[src/rtl/tepc_pkg.sv]
// Purpose: shared constants and types for the tape exerciser program control
// Assumes: 25 MHz system clock
// Notes: register map and timing counts live here only
package tepc_pkg;

  // ----------------------------------------------------------------------
  // clock and timing
  // ----------------------------------------------------------------------
  localparam int CLK_HZ = 25000000;
  localparam int DEBOUNCE_MS = 25;
  localparam int LOAD_PULSE_US = 1;
  localparam int DEBOUNCE_CYC = (DEBOUNCE_MS * CLK_HZ + 999) / 1000;
  localparam int LOAD_PULSE_CYC = (LOAD_PULSE_US * CLK_HZ + 999999) / 1000000;
  localparam int CNT_W = 24;

  // ----------------------------------------------------------------------
  // register map
  // ----------------------------------------------------------------------
  localparam logic [7:0] CTRL_OFS = 8'h00;
  localparam logic [7:0] CMD_OFS = 8'h04;
  localparam logic [7:0] STATUS_OFS = 8'h08;

  localparam int CTRL_MODE_LSB = 0;
  localparam int CTRL_ITEST_LSB = 2;
  localparam int CTRL_BKPT_LSB = 4;
  localparam logic [6:0] CTRL_RST = 7'h00;

  localparam int CMD_START_BIT = 0;
  localparam int CMD_MCLR_BIT = 1;

  localparam int STAT_ADDR_LSB = 0;
  localparam int STAT_INSTR_LSB = 4;
  localparam int STAT_BKPT_BIT = 6;
  localparam int STAT_WREPLY_BIT = 7;
  localparam int STAT_RUN_BIT = 8;
  localparam int STAT_DSEEN_BIT = 9;

  // ----------------------------------------------------------------------
  // modes and encodings
  // ----------------------------------------------------------------------
  typedef enum logic [1:0] {MODE_LOAD, MODE_STEP, MODE_RUN, MODE_SPARE} tepc_mode_type;
  typedef enum logic [1:0] {ITEST_OFF, ITEST_ON, ITEST_SS, ITEST_SPARE} tepc_itest_type;

  // instruction as {bit1, bit0}
  localparam logic [1:0] INSTR_REWIND = 2'h0;
  localparam logic [1:0] INSTR_FORWARD = 2'h3;
  localparam logic [1:0] INSTR_WRITE = 2'h1;
  localparam logic [1:0] INSTR_REVERSE = 2'h2;

  // pushbutton order on the button bus
  localparam int BTN_REWIND = 0;
  localparam int BTN_FORWARD = 1;
  localparam int BTN_WRITE = 2;
  localparam int BTN_REVERSE = 3;

  localparam int STORE_WORDS = 4;
  localparam int STORE_BITS = 4;

endpackage

[src/rtl/tepc_store_if.sv]
// Purpose: signals between the sequencer and the instruction store
// Assumes: single clock domain
// Notes: read port is continuous
`timescale 1ns/1ps
interface tepc_store_if;
  logic [1:0] addr;
  logic we;
  logic [3:0] wdata;
  logic [3:0] rdata;
  modport ctl (output addr, output we, output wdata, input rdata);
  modport mem (input addr, input we, input wdata, output rdata);
endinterface

[src/rtl/tepc_store.sv]
// Purpose: four words of four bits, two instructions per word
// Assumes: write strobe is high for whole load pulse
// Notes: read data follows the address at all times
`timescale 1ns/1ps
module tepc_store
(
  input wire logic clk,
  input wire logic rst_n,
  tepc_store_if.mem bus
);
  import tepc_pkg::*;

  logic [STORE_BITS-1:0] mem_q [STORE_WORDS];

  // ----------------------------------------------------------------------
  // storage
  // ----------------------------------------------------------------------
  always_ff @(posedge clk or negedge rst_n)
  begin
    if (!rst_n)
    begin
      for (int i = 0; i < STORE_WORDS; i++)
        mem_q[i] <= 4'h0;
    end
    else if (bus.we)
      mem_q[bus.addr] <= bus.wdata; // [RQ6]
  end

  assign bus.rdata = mem_q[bus.addr]; // [RQ6]

endmodule

[src/rtl/tepc_loader.sv]
// Purpose: turns an instruction pushbutton press into one delayed load pulse
// Assumes: buttons already synchronised
// Notes: one pulse per press; release rearms
`timescale 1ns/1ps
module tepc_loader
#(
  parameter int DEBOUNCE_CYC = tepc_pkg::DEBOUNCE_CYC
)
(
  input wire logic clk,
  input wire logic rst_n,
  input wire logic load_mode,
  input wire logic [3:0] buttons,
  output logic load_we,
  output logic [1:0] load_code
);
  import tepc_pkg::*;

  logic [CNT_W-1:0] dly_q, dly_d;
  logic [7:0] pls_q, pls_d;
  logic done_q, done_d;
  logic [1:0] code_q, code_d;
  logic pressed;
  logic fire;
  logic [1:0] btn_code;

  // ----------------------------------------------------------------------
  // button decode
  // ----------------------------------------------------------------------
  assign pressed = load_mode && (|buttons); // [RQ10]
  // rewind drives neither bit
  assign btn_code[0] = buttons[BTN_FORWARD] | buttons[BTN_WRITE]; // [RQ9]
  assign btn_code[1] = buttons[BTN_FORWARD] | buttons[BTN_REVERSE]; // [RQ9]
  assign fire = pressed && !done_q && (dly_q == CNT_W'(DEBOUNCE_CYC - 1)); // [RQ10]

  assign dly_d = !pressed ? '0 : (done_q ? dly_q : dly_q + CNT_W'(1));
  assign done_d = pressed && (done_q || fire);
  assign pls_d = fire ? 8'(LOAD_PULSE_CYC) : (pls_q != 8'h00 ? pls_q - 8'h01 : 8'h00);
  assign code_d = fire ? btn_code : code_q;

  // ----------------------------------------------------------------------
  // registers
  // ----------------------------------------------------------------------
  always_ff @(posedge clk or negedge rst_n)
  begin
    if (!rst_n)
    begin
      dly_q <= '0;
      pls_q <= 8'h00;
      done_q <= 1'b0;
      code_q <= 2'h0;
    end
    else
    begin
      dly_q <= dly_d;
      pls_q <= pls_d;
      done_q <= done_d;
      code_q <= code_d;
    end
  end

  assign load_we = (pls_q != 8'h00); // [RQ10]
  assign load_code = code_q;

endmodule

[src/rtl/tepc_top.sv]
// Purpose: program control sequencer of a tape exerciser
// Assumes: transport and panel pins are asynchronous; APB on clk
// Notes: zero wait state APB slave
//
// Functional notes
// [RQ1] internal test: stop pulse ends read-type and rewind operations
// [RQ2] internal test write: end when write data appears then disappears
// [RQ3] stop pulse from oscillator output, only without write or write terminate
// [RQ4] oscillator starts on write set, or go without write in internal test
// [RQ5] step mode one instruction per start; run mode repeats after start
// [RQ6] store is four four-bit words, read port shows current word
// [RQ7] low address bits pick word, high bit picks instruction slot
// [RQ8] three-bit address counter, eight states, high bit marks second half
// [RQ9] encoding bit0,bit1: rewind 00, forward 11, write 10, reverse 01
// [RQ10] buttons only in load mode; 25 ms delay then 1 us write pulse
// [RQ11] load writes new slot plus fed back other slot unchanged
// [RQ12] internal test substitutes a simulated write reply
// [RQ13] reply sets on internal test, write, forward direction and go pulse
// [RQ14] reply lights lamp; with step 3 and reverse sets write terminate
// [RQ15] counter advances on end of operation off breakpoint, or start in load; the code holds it on end of operation while backspace is high
// [RQ16] breakpoint when address equals switches; end then clears counter
// [RQ17] counter wraps from last state to first
// [RQ18] selected instruction presented while counter holds an address
`timescale 1ns/1ps
module tepc_top
#(
  parameter int DEBOUNCE_CYC = tepc_pkg::DEBOUNCE_CYC
)
(
  input wire logic clk,
  input wire logic nrst,
  input wire logic psel,
  input wire logic penable,
  input wire logic pwrite,
  input wire logic [7:0] paddr,
  input wire logic [31:0] pwdata,
  output logic [31:0] prdata,
  output logic pready,
  output logic pslverr,
  input wire logic [3:0] instr_buttons,
  input wire logic osc_out,
  input wire logic write_data_present,
  input wire logic write_ff_set,
  input wire logic write_term_run,
  input wire logic go_pulse,
  input wire logic direction_fwd,
  input wire logic time3,
  input wire logic backspace,
  input wire logic transport_eoo,
  input wire logic transport_write_reply,
  output logic osc_start,
  output logic stop_pulse,
  output logic end_of_op,
  output logic go_request,
  output logic [1:0] instruction,
  output logic [2:0] prog_addr,
  output logic breakpoint,
  output logic write_reply,
  output logic write_reply_lamp,
  output logic set_write_term
);
  import tepc_pkg::*;

  localparam int NSYNC = 14;

  tepc_store_if sbus();

  logic rst_s1_q, rst_n;
  logic [NSYNC-1:0] pin_s1_q, pin_s2_q, pin_prev_q;
  logic [3:0] btn_s;
  logic osc_s, wdp_s, wff_s, wterm_s, go_s, fwd_s, t3_s, bsp_s, teoo_s, trep_s;
  logic osc_rise, wff_rise, go_rise, teoo_rise, wdp_fall;
  logic [6:0] ctrl_q, ctrl_d;
  tepc_mode_type mode;
  tepc_itest_type itest;
  logic [2:0] bkpt_sw;
  logic wr_en, rd_en, hit_ctrl, hit_cmd, hit_stat, hit_any;
  logic start_cmd, mclr_cmd;
  logic [31:0] stat_word, rd_mux;
  logic [31:0] prdata_q, prdata_d;
  logic load_mode, itest_any, itest_on;
  logic [1:0] cur_instr, instr_q;
  logic is_write;
  logic stop_d, osc_start_d, eoo_d, wr_end;
  logic dseen_q, dseen_d;
  logic stop_q, osc_start_q, eoo_q, go_q, go_d;
  logic [2:0] addr_q, addr_d;
  logic bkpt_q, bkpt_d;
  logic rep_q, rep_d;
  logic rep_set, rep_clr;
  logic load_we;
  logic [1:0] load_code;

  typedef enum {SEQ_IDLE, SEQ_RUN} tepc_seq_type;
  tepc_seq_type seq_q, seq_d;

  // pick one instruction slot out of a store word
  function automatic logic [1:0] slot_sel(input logic [3:0] word, input logic hi);
    slot_sel = hi ? word[3:2] : word[1:0];
  endfunction

  // ----------------------------------------------------------------------
  // reset release and pin synchronisers
  // ----------------------------------------------------------------------
  always_ff @(posedge clk or negedge nrst)
  begin
    if (!nrst)
    begin
      rst_s1_q <= 1'b0;
      rst_n <= 1'b0;
    end
    else
    begin
      rst_s1_q <= 1'b1;
      rst_n <= rst_s1_q;
    end
  end

  always_ff @(posedge clk or negedge rst_n)
  begin
    if (!rst_n)
    begin
      pin_s1_q <= '0;
      pin_s2_q <= '0;
      pin_prev_q <= '0;
    end
    else
    begin
      pin_s1_q <= {instr_buttons, osc_out, write_data_present, write_ff_set, write_term_run,
                   go_pulse, direction_fwd, time3, backspace, transport_eoo,
                   transport_write_reply};
      pin_s2_q <= pin_s1_q;
      pin_prev_q <= pin_s2_q;
    end
  end

  assign {btn_s, osc_s, wdp_s, wff_s, wterm_s, go_s, fwd_s, t3_s, bsp_s, teoo_s, trep_s} =
    pin_s2_q;
  assign osc_rise = osc_s && !pin_prev_q[9];
  assign wdp_fall = !wdp_s && pin_prev_q[8];
  assign wff_rise = wff_s && !pin_prev_q[7];
  assign go_rise = go_s && !pin_prev_q[5];
  assign teoo_rise = teoo_s && !pin_prev_q[1];

  // ----------------------------------------------------------------------
  // apb slave
  // ----------------------------------------------------------------------
  assign hit_ctrl = (paddr == CTRL_OFS);
  assign hit_cmd = (paddr == CMD_OFS);
  assign hit_stat = (paddr == STATUS_OFS);
  assign hit_any = hit_ctrl || hit_cmd || hit_stat;
  assign wr_en = psel && penable && pwrite;
  assign rd_en = psel && !penable && !pwrite;
  assign ctrl_d = (wr_en && hit_ctrl) ? pwdata[6:0] : ctrl_q;
  assign start_cmd = wr_en && hit_cmd && pwdata[CMD_START_BIT];
  assign mclr_cmd = wr_en && hit_cmd && pwdata[CMD_MCLR_BIT];
  assign mode = tepc_mode_type'(ctrl_q[CTRL_MODE_LSB +: 2]);
  assign itest = tepc_itest_type'(ctrl_q[CTRL_ITEST_LSB +: 2]);
  assign bkpt_sw = ctrl_q[CTRL_BKPT_LSB +: 3];

  assign stat_word = {22'h0, dseen_q, (seq_q == SEQ_RUN), write_reply, bkpt_q,
                      instr_q, 1'b0, addr_q};
  assign rd_mux = hit_ctrl ? {25'h0, ctrl_q} : (hit_stat ? stat_word : 32'h00000000);
  assign prdata_d = rd_en ? rd_mux : prdata_q;
  assign pready = 1'b1;
  assign pslverr = psel && penable && !hit_any;
  assign prdata = prdata_q;

  always_ff @(posedge clk or negedge rst_n)
  begin
    if (!rst_n)
    begin
      ctrl_q <= CTRL_RST;
      prdata_q <= 32'h00000000;
    end
    else
    begin
      ctrl_q <= ctrl_d;
      prdata_q <= prdata_d;
    end
  end

  // ----------------------------------------------------------------------
  // mode decode and current instruction
  // ----------------------------------------------------------------------
  assign load_mode = (mode == MODE_LOAD);
  assign itest_on = (itest == ITEST_ON);
  assign itest_any = (itest == ITEST_ON) || (itest == ITEST_SS);
  assign cur_instr = slot_sel(sbus.rdata, addr_q[2]); // [RQ7] [RQ18]
  assign is_write = (cur_instr == INSTR_WRITE);

  // ----------------------------------------------------------------------
  // stop pulse, oscillator start, end of operation
  // ----------------------------------------------------------------------
  assign stop_d = osc_rise && !wff_s && !wterm_s; // [RQ3]
  assign osc_start_d = wff_rise || (go_rise && !is_write && !wterm_s && itest_any); // [RQ4]
  assign wr_end = dseen_q && wdp_fall; // [RQ2]
  assign dseen_d = (itest_any && is_write && wdp_s) || (!go_rise && dseen_q && !wr_end);
  assign eoo_d = itest_any ? (is_write ? wr_end : stop_d) : teoo_rise; // [RQ1] [RQ2]

  // ----------------------------------------------------------------------
  // step and run sequencing
  // ----------------------------------------------------------------------
  always_comb
  begin
    seq_d = seq_q;
    go_d = 1'b0;
    case (seq_q)
      SEQ_IDLE:
      begin
        if (start_cmd && !load_mode)
        begin
          go_d = 1'b1; // [RQ5]
          if (mode == MODE_RUN)
            seq_d = SEQ_RUN;
        end
      end
      SEQ_RUN:
      begin
        if (mclr_cmd || mode != MODE_RUN)
          seq_d = SEQ_IDLE;
        else if (eoo_q)
          go_d = 1'b1; // [RQ5]
      end
      default:
        seq_d = SEQ_IDLE;
    endcase
  end

  // ----------------------------------------------------------------------
  // program address counter and breakpoint
  // ----------------------------------------------------------------------
  always_comb
  begin
    addr_d = addr_q;
    if (mclr_cmd)
      addr_d = 3'h0;
    else if (eoo_d && bkpt_q)
      addr_d = 3'h0; // [RQ16]
    else if ((eoo_d && !bsp_s) || (start_cmd && load_mode))
      addr_d = addr_q + 3'h1; // [RQ15] [RQ8] [RQ17]
  end

  assign bkpt_d = !mclr_cmd && !load_mode && (addr_q == bkpt_sw); // [RQ16]

  // ----------------------------------------------------------------------
  // simulated write reply
  // ----------------------------------------------------------------------
  assign rep_set = itest_on && is_write && fwd_s && go_rise; // [RQ13]
  assign rep_clr = !itest_on || (!fwd_s && go_rise);
  assign rep_d = rep_set ? 1'b1 : (rep_clr ? 1'b0 : rep_q);

  always_ff @(posedge clk or negedge rst_n)
  begin
    if (!rst_n)
    begin
      seq_q <= SEQ_IDLE;
      go_q <= 1'b0;
      addr_q <= 3'h0;
      bkpt_q <= 1'b0;
      rep_q <= 1'b0;
      dseen_q <= 1'b0;
      stop_q <= 1'b0;
      osc_start_q <= 1'b0;
      eoo_q <= 1'b0;
      instr_q <= INSTR_REWIND;
    end
    else
    begin
      seq_q <= seq_d;
      go_q <= go_d;
      addr_q <= addr_d;
      bkpt_q <= bkpt_d;
      rep_q <= rep_d;
      dseen_q <= dseen_d;
      stop_q <= stop_d;
      osc_start_q <= osc_start_d;
      eoo_q <= eoo_d;
      instr_q <= cur_instr; // [RQ18]
    end
  end

  // ----------------------------------------------------------------------
  // instruction store and loader
  // ----------------------------------------------------------------------
  assign sbus.addr = addr_q[1:0]; // [RQ7]
  assign sbus.we = load_we && load_mode;
  // new code in selected slot, other slot fed back
  assign sbus.wdata = addr_q[2] ? {load_code, sbus.rdata[1:0]} :
                                  {sbus.rdata[3:2], load_code}; // [RQ11]

  tepc_loader #(.DEBOUNCE_CYC(DEBOUNCE_CYC)) u_loader
  (
    .clk(clk),
    .rst_n(rst_n),
    .load_mode(load_mode),
    .buttons(btn_s),
    .load_we(load_we),
    .load_code(load_code)
  );

  tepc_store u_store
  (
    .clk(clk),
    .rst_n(rst_n),
    .bus(sbus)
  );

  // ----------------------------------------------------------------------
  // outputs
  // ----------------------------------------------------------------------
  assign osc_start = osc_start_q;
  assign stop_pulse = stop_q;
  assign end_of_op = eoo_q;
  assign go_request = go_q;
  assign instruction = instr_q;
  assign prog_addr = addr_q;
  assign breakpoint = bkpt_q;
  assign write_reply = itest_on ? rep_q : trep_s; // [RQ12]
  assign write_reply_lamp = write_reply; // [RQ14]
  assign set_write_term = write_reply && t3_s && !fwd_s; // [RQ14]

endmodule

[config.mk]
export PLATFORM = sky130hd
export DESIGN_NAME = tepc_top
export DESIGN_NICKNAME = d
export VERILOG_FILES = /design/src/rtl/tepc_pkg.sv /design/src/rtl/tepc_store_if.sv /design/src/rtl/tepc_store.sv /design/src/rtl/tepc_loader.sv /design/src/rtl/tepc_top.sv
export SDC_FILE = /design/constraint.sdc
export NUM_CORES = 1
export LEC_CHECK = 0
export BUFFER_PORTS_ARGS = -buffer_cell sky130_fd_sc_hd__buf_4
export CAP_MARGIN = 30
export CORE_ASPECT_RATIO = 1.4
export CORE_MARGIN = 4
export CORE_UTILIZATION = 40
export CTS_CLUSTER_DIAMETER = 80
export DETAILED_ROUTE_END_ITERATION = 12
export GPL_ROUTABILITY_DRIVEN = 0
export PLACE_DENSITY = 0.67
export REMOVE_ABC_BUFFERS = 1
export SLEW_MARGIN = 5
export SYNTH_ARGS = -nofsm -noshare
export SYNTH_HDL_FRONTEND = slang
export SYNTH_SLANG_ARGS = --single-unit
[constraint.sdc]
create_clock -name clk -period 3.7 [get_ports clk]
set_input_delay 0.74 -clock clk [delete_from_list [all_inputs] [get_ports clk]]
set_output_delay 0.74 -clock clk [all_outputs]
set_load 0.02 [all_outputs]
# Word level (Yosys, flattened, before mapping)
# Cells that the tools add are included.
# classes
add_sub_neg,3
magnitude_cmp,2
n_eq_ne,15
n_mux,30
bitwise_logic,3
n_reduce_logical,78
# op_table
operator,count
32-bit two-way mux,3
32-bit case mux with 2 select lines,1
24-bit two-way mux,2
1-bit logical AND,42
32-bit by 1-bit equality test with 1-bit output (second input constant),1
32-bit by 2-bit equality test with 1-bit output (second input constant),1
32-bit zero test,1
24-bit by 1-bit adder with 24-bit output (second input constant),1
24-bit by 20-bit equality test with 1-bit output (second input constant),1
10-bit two-way mux,2
1-bit zero test,19
16-bit bitwise mux,1
4-bit two-way mux,4
8-bit two-way mux,2
2-bit != test (second input constant),5
1-bit logical OR,9
3-bit two-way mux,3
4-bit binary-select mux with 2-bit select,1
4-bit demux with 2-bit select,1
8-bit by 3-bit equality test with 1-bit output (second input constant),1
8-bit by 4-bit equality test with 1-bit output (second input constant),1
8-bit zero test,1
1-bit two-way mux,8
8-bit nonzero test,1
16 further kinds,19
# word_totals
regBits,174
inputBits,59
wordCells,156

# Longest topological paths before layout
# Gate-level depths: netlist of the first run.
# logic_depth
ltp_word,13
depth_mapped,9
depth_no_buf,9

# Modules after synthesis
# A second synthesis of the first run with hierarchy kept.
# unflattened
cells_unflattened,433
hier_area_um2,5196.2
# modules_own_cells
module,n_inst,cells_per_inst,area_per_inst_um2
tepc_top,1,209,2607.5
tepc_loader,1,182,1829.3
tepc_store,1,42,759.5

# Worst setup path before layout of the first run
# No wires, ideal clock.
# synth_timing
path_type,input -> register
start,input paddr[5]
end,"register addr_q[1], in the netlist prog_addr[1]"
arrival_time_ns,2.133
required_time_ns,3.582
setup_slack_ns,1.449
stages,7
n_path_buf,0
path_cell_list,nor4_1 -> nor4b_1 -> and3_2 -> nand2_1 -> nand3_1 -> mux2i_1 -> nor2_1
# synth_between
elab_chain_len,6
elab_cells_between_ends,8
cone_classes,eq/ne: 1; mux: 1; reduce/logical: 6
# synth_rtl
item,line,source
start: declaration,tepc_top.sv:35,"input wire logic [7:0] paddr,"
8-bit by 3-bit equality test with 1-bit output *,tepc_top.sv:149,assign hit_cmd = (paddr == CMD_OFS);
1-bit logical AND *,"tepc_top.sv:155, tepc_top.sv:156",
1-bit logical AND,tepc_top.sv:155,assign start_cmd = wr_en && hit_cmd && pwdata[CMD_START_BIT];
1-bit logical AND,tepc_top.sv:240,else if ((eoo_d && !bsp_s) || (start_cmd && load_mode))
1-bit logical OR,tepc_top.sv:240,
3-bit nonzero test (no line),n/a,
end signal: assignment,tepc_top.sv:272,addr_q <= addr_d;
end: declaration,tepc_top.sv:87,"logic [2:0] addr_q, addr_d;"
# Every way passes the cells marked *; elsewhere a longest branch is shown, timed or not.
# A chain may end at the register's enable or synchronous reset.

# Worst setup path in the final report of the first run
# layout_timing
start,"register addr_q[0], in the netlist prog_addr[0]"
end,"register addr_q[2], in the netlist prog_addr[2]"
# layout_between
elab_chain_len,11
elab_cells_between_ends,16
cone_classes,add/sub: 1; eq/ne: 1; mux: 9; bitwise: 1; reduce/logical: 4
# layout_rtl
item,line,source
2-bit NOT with 3-bit output (not written as such) *,tepc_store.sv:29,assign bus.rdata = mem_q[bus.addr];
4-bit binary-select mux with 2-bit select *,tepc_store.sv:29,
4-bit two-way mux (not written as such) * (2 in a row),tepc_store.sv:29,
2-bit two-way mux *,tepc_top.sv:99,slot_sel = hi ? word[3:2] : word[1:0];
2-bit by 1-bit equality test with 1-bit output *,tepc_top.sv:190,assign is_write = (cur_instr == INSTR_WRITE);
1-bit two-way mux * (2 in a row),tepc_top.sv:199,assign eoo_d = itest_any ? (is_write ? wr_end : stop_d) : teoo_rise;
via eoo_d,tepc_top.sv:84,"logic stop_d, osc_start_d, eoo_d, wr_end;"
1-bit logical AND (on tied branches),"tepc_top.sv:238, tepc_top.sv:240",
3-bit two-way mux or 1-bit logical OR (tied branches),"tepc_top.sv:238, tepc_top.sv:240",
3-bit two-way mux or 3-bit nonzero test (tied branches),n/a,
# Mark *: on every way through the listed nets, which the timed path passes. The rest lies on a longest branch. The select of a mux whose other input is x is not followed.

==> metrics.txt, run 1 <==
Reg2Reg Depth 6; Syn Std Cell Area 5120 um2; TritonCTS Sinks 116; initial antenna violation count 0; starting density of the core 0.412; ys async rst share 1.00; die area 14700 um2; Tot GR Track Use 0.141; Nets 595; Synth Instances 462; final setup fails 0; final WL 9.78 mm; Antenna diodes 0; Worst-Margin Slew 0.939 ns; ys flop type dfrtp_1; clock latency on the worst-skew pair 0.41 ns; Worst R2R Setup Slack 1.10 ns; CTS tree done; Crit Path Class reg -> reg; count of cell types in the netlist 55; post-route setup TNS 0 ns; postcts setup bufs 0; H-tree levels 4; remaining routing DRC violations 0; RSZ-0062 raised after global routing false; number of synthesized flops with an enable pin 0; most frequent cells in the layout dfrtp_1 (115), buf_4 (60), nand2_1 (55); largest net degree at the start of global routing 80; max-cap violation count 0; Leak 2.92 nW; Seq cells post-synth 116; core box area 12400 um2; VDD IR max 0.264 mV; post-CTS sizing 0; RR Startpoint prog_addr[0]; max-slew violations 0; Hold Buf Count CTS 0; max_slew headroom 0.368; fillcell total 1103; Port Buffers 57; Iter 0 DRT Violations 132; IO Pins 106; part of the cycle the worst path needs 0.703; CP Capture Type flip-flop; Worst Path Required 4.03 ns; area delta synth->final 20.9%; total gr overflow 0; pwr dens 569 nW/um2; fmax 0.385 GHz; Fin Clk Skew 0.00763 ns; share of cells above drive strength 1 0.218; row count 48; Mean Syn Cell Area 11.1 um2; Root Buffer clkbuf_16; Placed Area 5590 um2; CTS max path bufs 2; register area share after synthesis 0.566; Max FO, Critical Path 19; Die X-Extent 104 um; clock transition at the registers of the reported paths 0.06 ns; CP Data Arrival Time 2.93 ns; cts bufs inserted 17; Final Critical Period 2.60 ns; first-pass GRT wire length 16.8 mm; DP Wirelength 7.09 mm; most common cell after layout, fill and taps aside dfrtp_1; via count 3471; status finished clean; type of the worst min-delay path in -> async; RR Endpoint prog_addr[2]; Routed WL per cell 14.1 um; Final Hold Fails 0; remaining antenna violation count 0; Die H 142 um; vias per cell 5.02; vias in the first global route 3630; Syn. warnings 0; drt first pass iters 6; startpoint types flip-flop; final instance area 6200 um2
## per-layer routing
metal | part of all wire | routed length, um | up-vias | track usage
met5 | 0 | 0 | - | 0
met1 | 0.41 | 4030 | 1697 | 0.158
li1 | - | - | 1695 | -
met3 | 0.043 | 425 | 7 | 0.0427
met4 | 0.011 | 112 | 0 | 0.0532
met2 | 0.53 | 5210 | 72 | 0.253
## registers in the layout, summed over array words and instances, names as in the netlist, 2 cells and up
name	flops
ctrl_q	7
pin_prev_q	5
prdata	10
u_loader.pls_q	8
u_loader.dly_q	24
prog_addr	3
pin_s1_q	14
u_store.mem_q	16
instruction	2
pin_s2_q	14
u_loader.load_code	2
## cell type report
cell class                      instances  area [um2]  area share
Clock buffer                           17         425      0.0686
Clock inverter                         15         155      0.0250
Inverter                               13        48.8     0.00787
Multi-Input combinational cell        320        2000       0.322
Sequential cell                       116        2910       0.469
Tap cell                              150         188      0.0303
Timing Repair Buffer                   61         478      0.0771
## cells by family (layout without fill, tap and decap cells)
logic type	after synthesis	in the layout	share of synthesized area
mux	24	24	0.0584
other cells	2	24	0.00147
flops	116	116	0.566
simple gates	178	178	0.175
xor+xnor	27	27	0.0461
compound gates	60	60	0.0732
buf+inv	48	106	0.0623
fa+ha+maj	7	7	0.0171
## metrics by stage
step,utilization,hold slack (ns),worst slack (ns),instances,power [mW]
floorplan,-,0.331,0.229,449,1.79
global placement,0.450,0.332,1.11,659,1.97
detailed placement,0.450,0.335,1.04,659,1.99
CTS,0.496,0.0843,1.03,691,3.58
global route,0.499,0.0830,0.800,692,3.72
finish,0.499,0.0984,1.10,692,3.53
## cells in the mapped netlist (3+ instances only)
library cell	instances	area, um2
a21oi_1	7	35.0
a32o_1	3	30.0
buf_4	24	180
clkbuf_1	4	15.0
dfrtp_1	116	2900
ha_1	7	87.6
inv_1	13	48.8
mux2_2	7	78.8
mux2i_1	13	130
mux4_2	4	90.1
nand2_1	55	206
nand3_1	20	100
nand3b_1	4	30.0
nand4_1	8	50.1
nor2_1	45	169
nor2b_1	3	18.8
nor3_1	6	30.0
nor4_1	4	25.0
nor4b_1	5	43.8
o21ai_0	38	190
or3_1	5	31.3
xnor2_1	10	87.6
xor2_1	17	149
## critical path, cell delays in order (launching register included)
cell and delay (ns):
dfrtp_1 0.82, nor3b_1 0.12, o41ai_1 0.62, or2_0 0.37
mux2i_1 0.16, a32o_2 0.28, nor3b_2 0.15
## worst max-delay path by stage
stage,slack [ns],endpoint,cells past startpoint,startpoint
2_1_floorplan,0.23,breakpoint,0,rst_n
3_3_place_gp,1.11,prog_addr[1],8,paddr[3]
3_5_place_dp,1.04,prog_addr[2],6,prog_addr[0]
4_1_cts,1.03,prog_addr[2],6,prog_addr[0]
5_1_grt,0.80,prog_addr[2],6,prog_addr[0]
6_report,1.10,prog_addr[2],6,prog_addr[0]
## power breakdown
| group | leakage, nW | switching [mW] | internal, mW | total [mW] |
|---|---|---|---|---|
| logic | 1.14 | 0.278 | 0.197 | 0.476 |
| clock network | 0.285 | 0.670 | 0.902 | 1.57 |
| registers | 1.50 | 0.137 | 1.34 | 1.48 |
(Power assumes the default switching activity.)
==> run 2, diff against run 1 <==
PLACE_DENSITY = 0.64   (was 0.67)
clock period = 2.6 ns   (was 3.7 ns; I/O delays follow)
==> run 2 against run 1 <==
Compared with the run above:
- critical path depth up 1
- cell count grew 0.87%
- setup slack worse by 0.83 ns
- hold slack gained 0.12 ns
- sequential power up 41%
- sequential share of layout area shrank 0.32 points
- count of clock-buffer cells in the layout grew 1
- die area is the same
- largest power group unchanged
==> metrics.txt, run 2 (synthesis results as in run 1) <==
remaining routing DRC violations 0; CP Capture Type flip-flop; Worst Path Required 2.89 ns; remaining antenna violation count 0; Die X-Extent 104 um; share of cells above drive strength 1 0.223; Root Buffer clkbuf_16; Fin Clk Skew 0.00739 ns; first-pass GRT wire length 17.1 mm; Final Critical Period 2.33 ns; core box area 12400 um2; cts bufs inserted 17; max-cap violation count 0; max-slew violations 0; type of the worst min-delay path in -> reg; RSZ-0062 raised after global routing false; Reg2Reg Depth 7; vias per cell 4.98; RR Startpoint prog_addr[0]; Hold Path Cell Cnt 1; IO Pins 106; part of the cycle the worst path needs 0.896; HP Start write_ff_set; biggest regs u_loader.dly_q (24), u_store.mem_q (16); vias in the first global route 3659; clock latency on the worst-skew pair 0.41 ns; status finished clean; overall power 5.09 mW; CTS max path bufs 2; most frequent cells in the layout dfrtp_1 (115), buf_4 (65), nand2_1 (55); clock transition at the registers of the reported paths 0.06 ns; startpoint types flip-flop; most used cell, CP nor2_1; drt first pass iters 4; Die H 142 um; initial antenna violation count 0; Critical Path Stages 7; worst path cell trace nand2_1 -> nor2_1 -> o41ai_1 -> or2_0 -> mux2i_1 -> a32o_2 -> nor2_1; RR Endpoint prog_addr[1]; max_slew headroom 0.447; Top reg by flops u_loader.dly_q; Worst R2R Setup Slack 0.27 ns; DP Wirelength 7.30 mm; CTS tree done; Sequential Area 2910 um2; VDD IR max 0.417 mV; via count 3478; area delta synth->final 21.8%; Worst path top cell family by delay compound AO/OA/AOI/OAI gates; Max FO, Critical Path 14; Iter 0 DRT Violations 122; fillcell total 1112; Final Hold Fails 0; largest net degree at the start of global routing 67; Worst-Margin Slew 0.829 ns; Antenna diodes 0; die area 14700 um2; Bufs and invs on worst path 0; most common cell after layout, fill and taps aside dfrtp_1; post-CTS sizing 0; CP max stage delay 0.64 ns; H-tree levels 4; Leak 2.94 nW; starting density of the core 0.412; final WL 10.1 mm; Routed WL per cell 14.4 um; final hold slack 0.216 ns; WHS Endpoint pin_s1_q[7]; Crit Path Class reg -> reg; max reg flops 24; CP Data Arrival Time 2.62 ns; TritonCTS Sinks 116; Port Buffers 57; pwr dens 816 nW/um2; row count 48; Tot GR Track Use 0.145; area occupied by multi-input gates 2000 um2; critical path's slowest cell o41ai_1; fmax 0.429 GHz; final setup fails 0; postcts setup bufs 0; Hold Buf Count CTS 1; Nets 601; total gr overflow 0
## run 2: changes by cell type in the layout (fill, tap and decap cells not counted), sizes merged
cell and change:
inv -7, buf +5, bufinv +2, clkinv +2, clkinvlp +2, clkbuf +1, dlygate4sd3 +1
## run 2: worst register-to-register path: stages (launching register included)
cell	delay, ns
dfrtp_1	0.57
nand2_1	0.14
nor2_1	0.05
o41ai_1	0.64
or2_0	0.29
mux2i_1	0.28
a32o_2	0.20
nor2_1	0.05
## run 2: where the power goes
| group | switching, mW | total [mW] | internal [mW] |
|---|---|---|---|
| Combinational | 0.423 | 0.735 | 0.312 |
| Clock | 0.844 | 2.26 | 1.42 |
| Sequential | 0.181 | 2.09 | 1.91 |
## run 2: how the worst max path moves through the flow
stage	start	endpoint	slack, ns
CTS	prog_addr[0]	prog_addr[1]	0.25
finish	prog_addr[0]	prog_addr[1]	0.27
floorplan	rst_n	breakpoint	-0.87
global placement	prog_addr[0]	prog_addr[1]	0.32
detailed placement	prog_addr[0]	prog_addr[1]	0.30
global route	prog_addr[0]	prog_addr[1]	0.04
## run 2: per-stage QoR
step                      setup WS, ns  utilization  TNS (ns)  instances  instance area (um2)
after floorplan                 -0.871            -    -99.28        449                 4940
after global placement           0.317        0.454         0        665                 5650
after detailed placement         0.295        0.454         0        665                 5650
after CTS                        0.249        0.502         0        698                 6240
after global routing            0.0416        0.502         0        698                 6240
final                            0.269        0.502         0        698                 6240
## run 2: cell type report
cell class                      count  share of cell area
Sequential cell                   116               0.466
Tap cell                          150              0.0301
Clock buffer                       18              0.0688
Inverter                           13             0.00782
Clock inverter                     14              0.0247
Multi-Input combinational cell    320               0.320
Timing Repair Buffer               67              0.0830
## run 2: metal layers
| metal | track usage | up-vias | wire (um) |
|---|---|---|---|
| li1 | - | 1693 | - |
| met1 | 0.157 | 1690 | 4070 |
| met2 | 0.262 | 77 | 5380 |
| met3 | 0.0463 | 18 | 434 |
| met5 | 0 | - | 0 |
| met4 | 0.0609 | 0 | 190 |
==> run 3, diff against run 2 <==
CORE_ASPECT_RATIO = 1.5   (was 1.4)
==> run 3 against run 2 <==
Compared with the run above:
- count of clock-buffer cells in the layout stayed put
- setup slack worse by 0.011 ns
- sequential share of layout area is 0.12 points higher
- critical path depth stayed put
- sequential cell count stayed put
- cell area is 0.26% lower
- fmax is 0.47% lower
- hold slack hardly changed
- die area hardly changed
- utilization is 0.45 points lower
- power is 1.5% lower
- clock power is 4% lower
- critical endpoint is now prog_addr[2]
==> metrics.txt, run 3 (synthesis results as in run 1) <==
CP Capture Type flip-flop; Top reg by flops u_loader.dly_q; die area 14700 um2; CP Data Arrival Time 2.67 ns; Die X-Extent 100 um; remaining antenna violation count 0; Antenna diodes 0; drt first pass iters 4; total gr overflow 0; Sequential Area 2910 um2; Nets 601; largest net degree at the start of global routing 68; clock transition at the registers of the reported paths 0.06 ns; first-pass GRT wire length 17.1 mm; core box area 12500 um2; RSZ-0062 raised after global routing false; IO Pins 106; Leak 2.92 nW; Fin Clk Skew 0.00615 ns; max-slew violations 0; status finished clean; most frequent cells in the layout dfrtp_1 (115), buf_4 (65), nand2_1 (55); row count 50; final core occ 0.498; initial antenna violation count 0; fillcell total 1156; max_slew headroom 0.585; max-cap violation count 0; fmax 0.427 GHz; Crit Path Class reg -> reg; startpoint types flip-flop; final WL 10.3 mm; Max FO, Critical Path 13; area delta synth->final 21.5%; share of cells above drive strength 1 0.223; remaining routing DRC violations 0; Worst-Margin Slew 0.623 ns; Cell Count, Final, Fillers Out 704; final hold slack 0.216 ns; vias per cell 5.04; Placed Area 5660 um2; clock latency on the worst-skew pair 0.41 ns; vias in the first global route 3715; final instance area 6220 um2; Worst Path Required 2.93 ns; Final Critical Period 2.34 ns; type of the worst min-delay path in -> reg; TritonCTS Sinks 116; H-tree levels 4; Final Hold Fails 0; pwr dens 806 nW/um2; CTS tree done; Routed WL per cell 14.7 um; max reg flops 24; CTS max path bufs 2; Iter 0 DRT Violations 135; biggest regs u_loader.dly_q (24), u_store.mem_q (16); Die H 147 um; post-CTS sizing 0; starting density of the core 0.410; Port Buffers 57; Root Buffer clkbuf_16; via count 3546; cts bufs inserted 17; placed cells 671; area occupied by multi-input gates 2000 um2; VDD IR max 0.485 mV; most common cell after layout, fill and taps aside dfrtp_1; final setup fails 0; part of the cycle the worst path needs 0.901; DP Wirelength 7.64 mm; Tot GR Track Use 0.147
==> run 3: cell types whose count changed in the layout (fill, tap and decap cells not counted) <==
cell        change
bufinv_16       -1
clkinv_4        -1
clkinvlp_4      +2
==> run 3: path summary, 6_finish.rpt <==
check / start / to / slack (ns) / cells past startpoint
min in group asynchronous: rst_n / pin_s1_q[6] / 0.35 / 0
max: prog_addr[0] / prog_addr[2] / 0.26 / 7
max in group asynchronous: rst_n / ctrl_q[1] / 1.47 / 1
min: direction_fwd / pin_s1_q[4] / 0.22 / 1
max reg2reg: prog_addr[0] / prog_addr[2] / 0.26 / 7
min reg2reg: pin_s1_q[9] / pin_s2_q[9] / 0.34 / 0
==> run 3: repair_timing <==
action                                  CTS  global route
hold buffers                              1             0
hold endpoints to repair                  2             0
endpoints found under the setup margin    0             0
buffers inserted                          0             0
==> run 3: layout make-up <==
| type | instances | share of cell area |
|---|---|---|
| clock buffers | 18 | 0.0689 |
| clock inverters | 14 | 0.0209 |
| inverters | 13 | 0.00784 |
| multi-input cells | 320 | 0.321 |
| flip-flops and latches | 116 | 0.467 |
| well taps | 156 | 0.0314 |
| repair buffers | 67 | 0.0832 |
==> run 3: routing by layer <==
layer | part of all wire | track usage | vias up
li1 | - | - | 1701
met1 | 0.37 | 0.148 | 1753
met2 | 0.56 | 0.279 | 74
met3 | 0.044 | 0.0378 | 18
met4 | 0.019 | 0.0634 | 0
met5 | 0 | 0 | -
==> run 3: power by group <==
part / internal (mW) / total, mW / switching, mW
clock network: 1.32 / 2.18 / 0.859
logic: 0.316 / 0.771 / 0.455
registers: 1.91 / 2.07 / 0.154
total: 3.55 / 5.02 / 1.47
==> run 3: worst max-delay path, cell delays in order (launching register included) <==
cell and delay (ns):
dfrtp_1 0.56, or3b_1 0.45, nand4_1 0.14, o41ai_1 0.13, or2_0 0.35, mux2i_1 0.19, a32o_2 0.28, nor3b_2 0.15
==> run 3: per-stage QoR <==
stage / total power [mW] / worst slack, ns / TNS (ns)
floorplan: 2.55 / -0.871 / -99.28
global placement: 2.85 / 0.310 / 0
detailed placement: 2.87 / 0.272 / 0
CTS: 5.07 / 0.241 / 0
global route: 5.25 / 0.0878 / 0
finish: 5.02 / 0.259 / 0
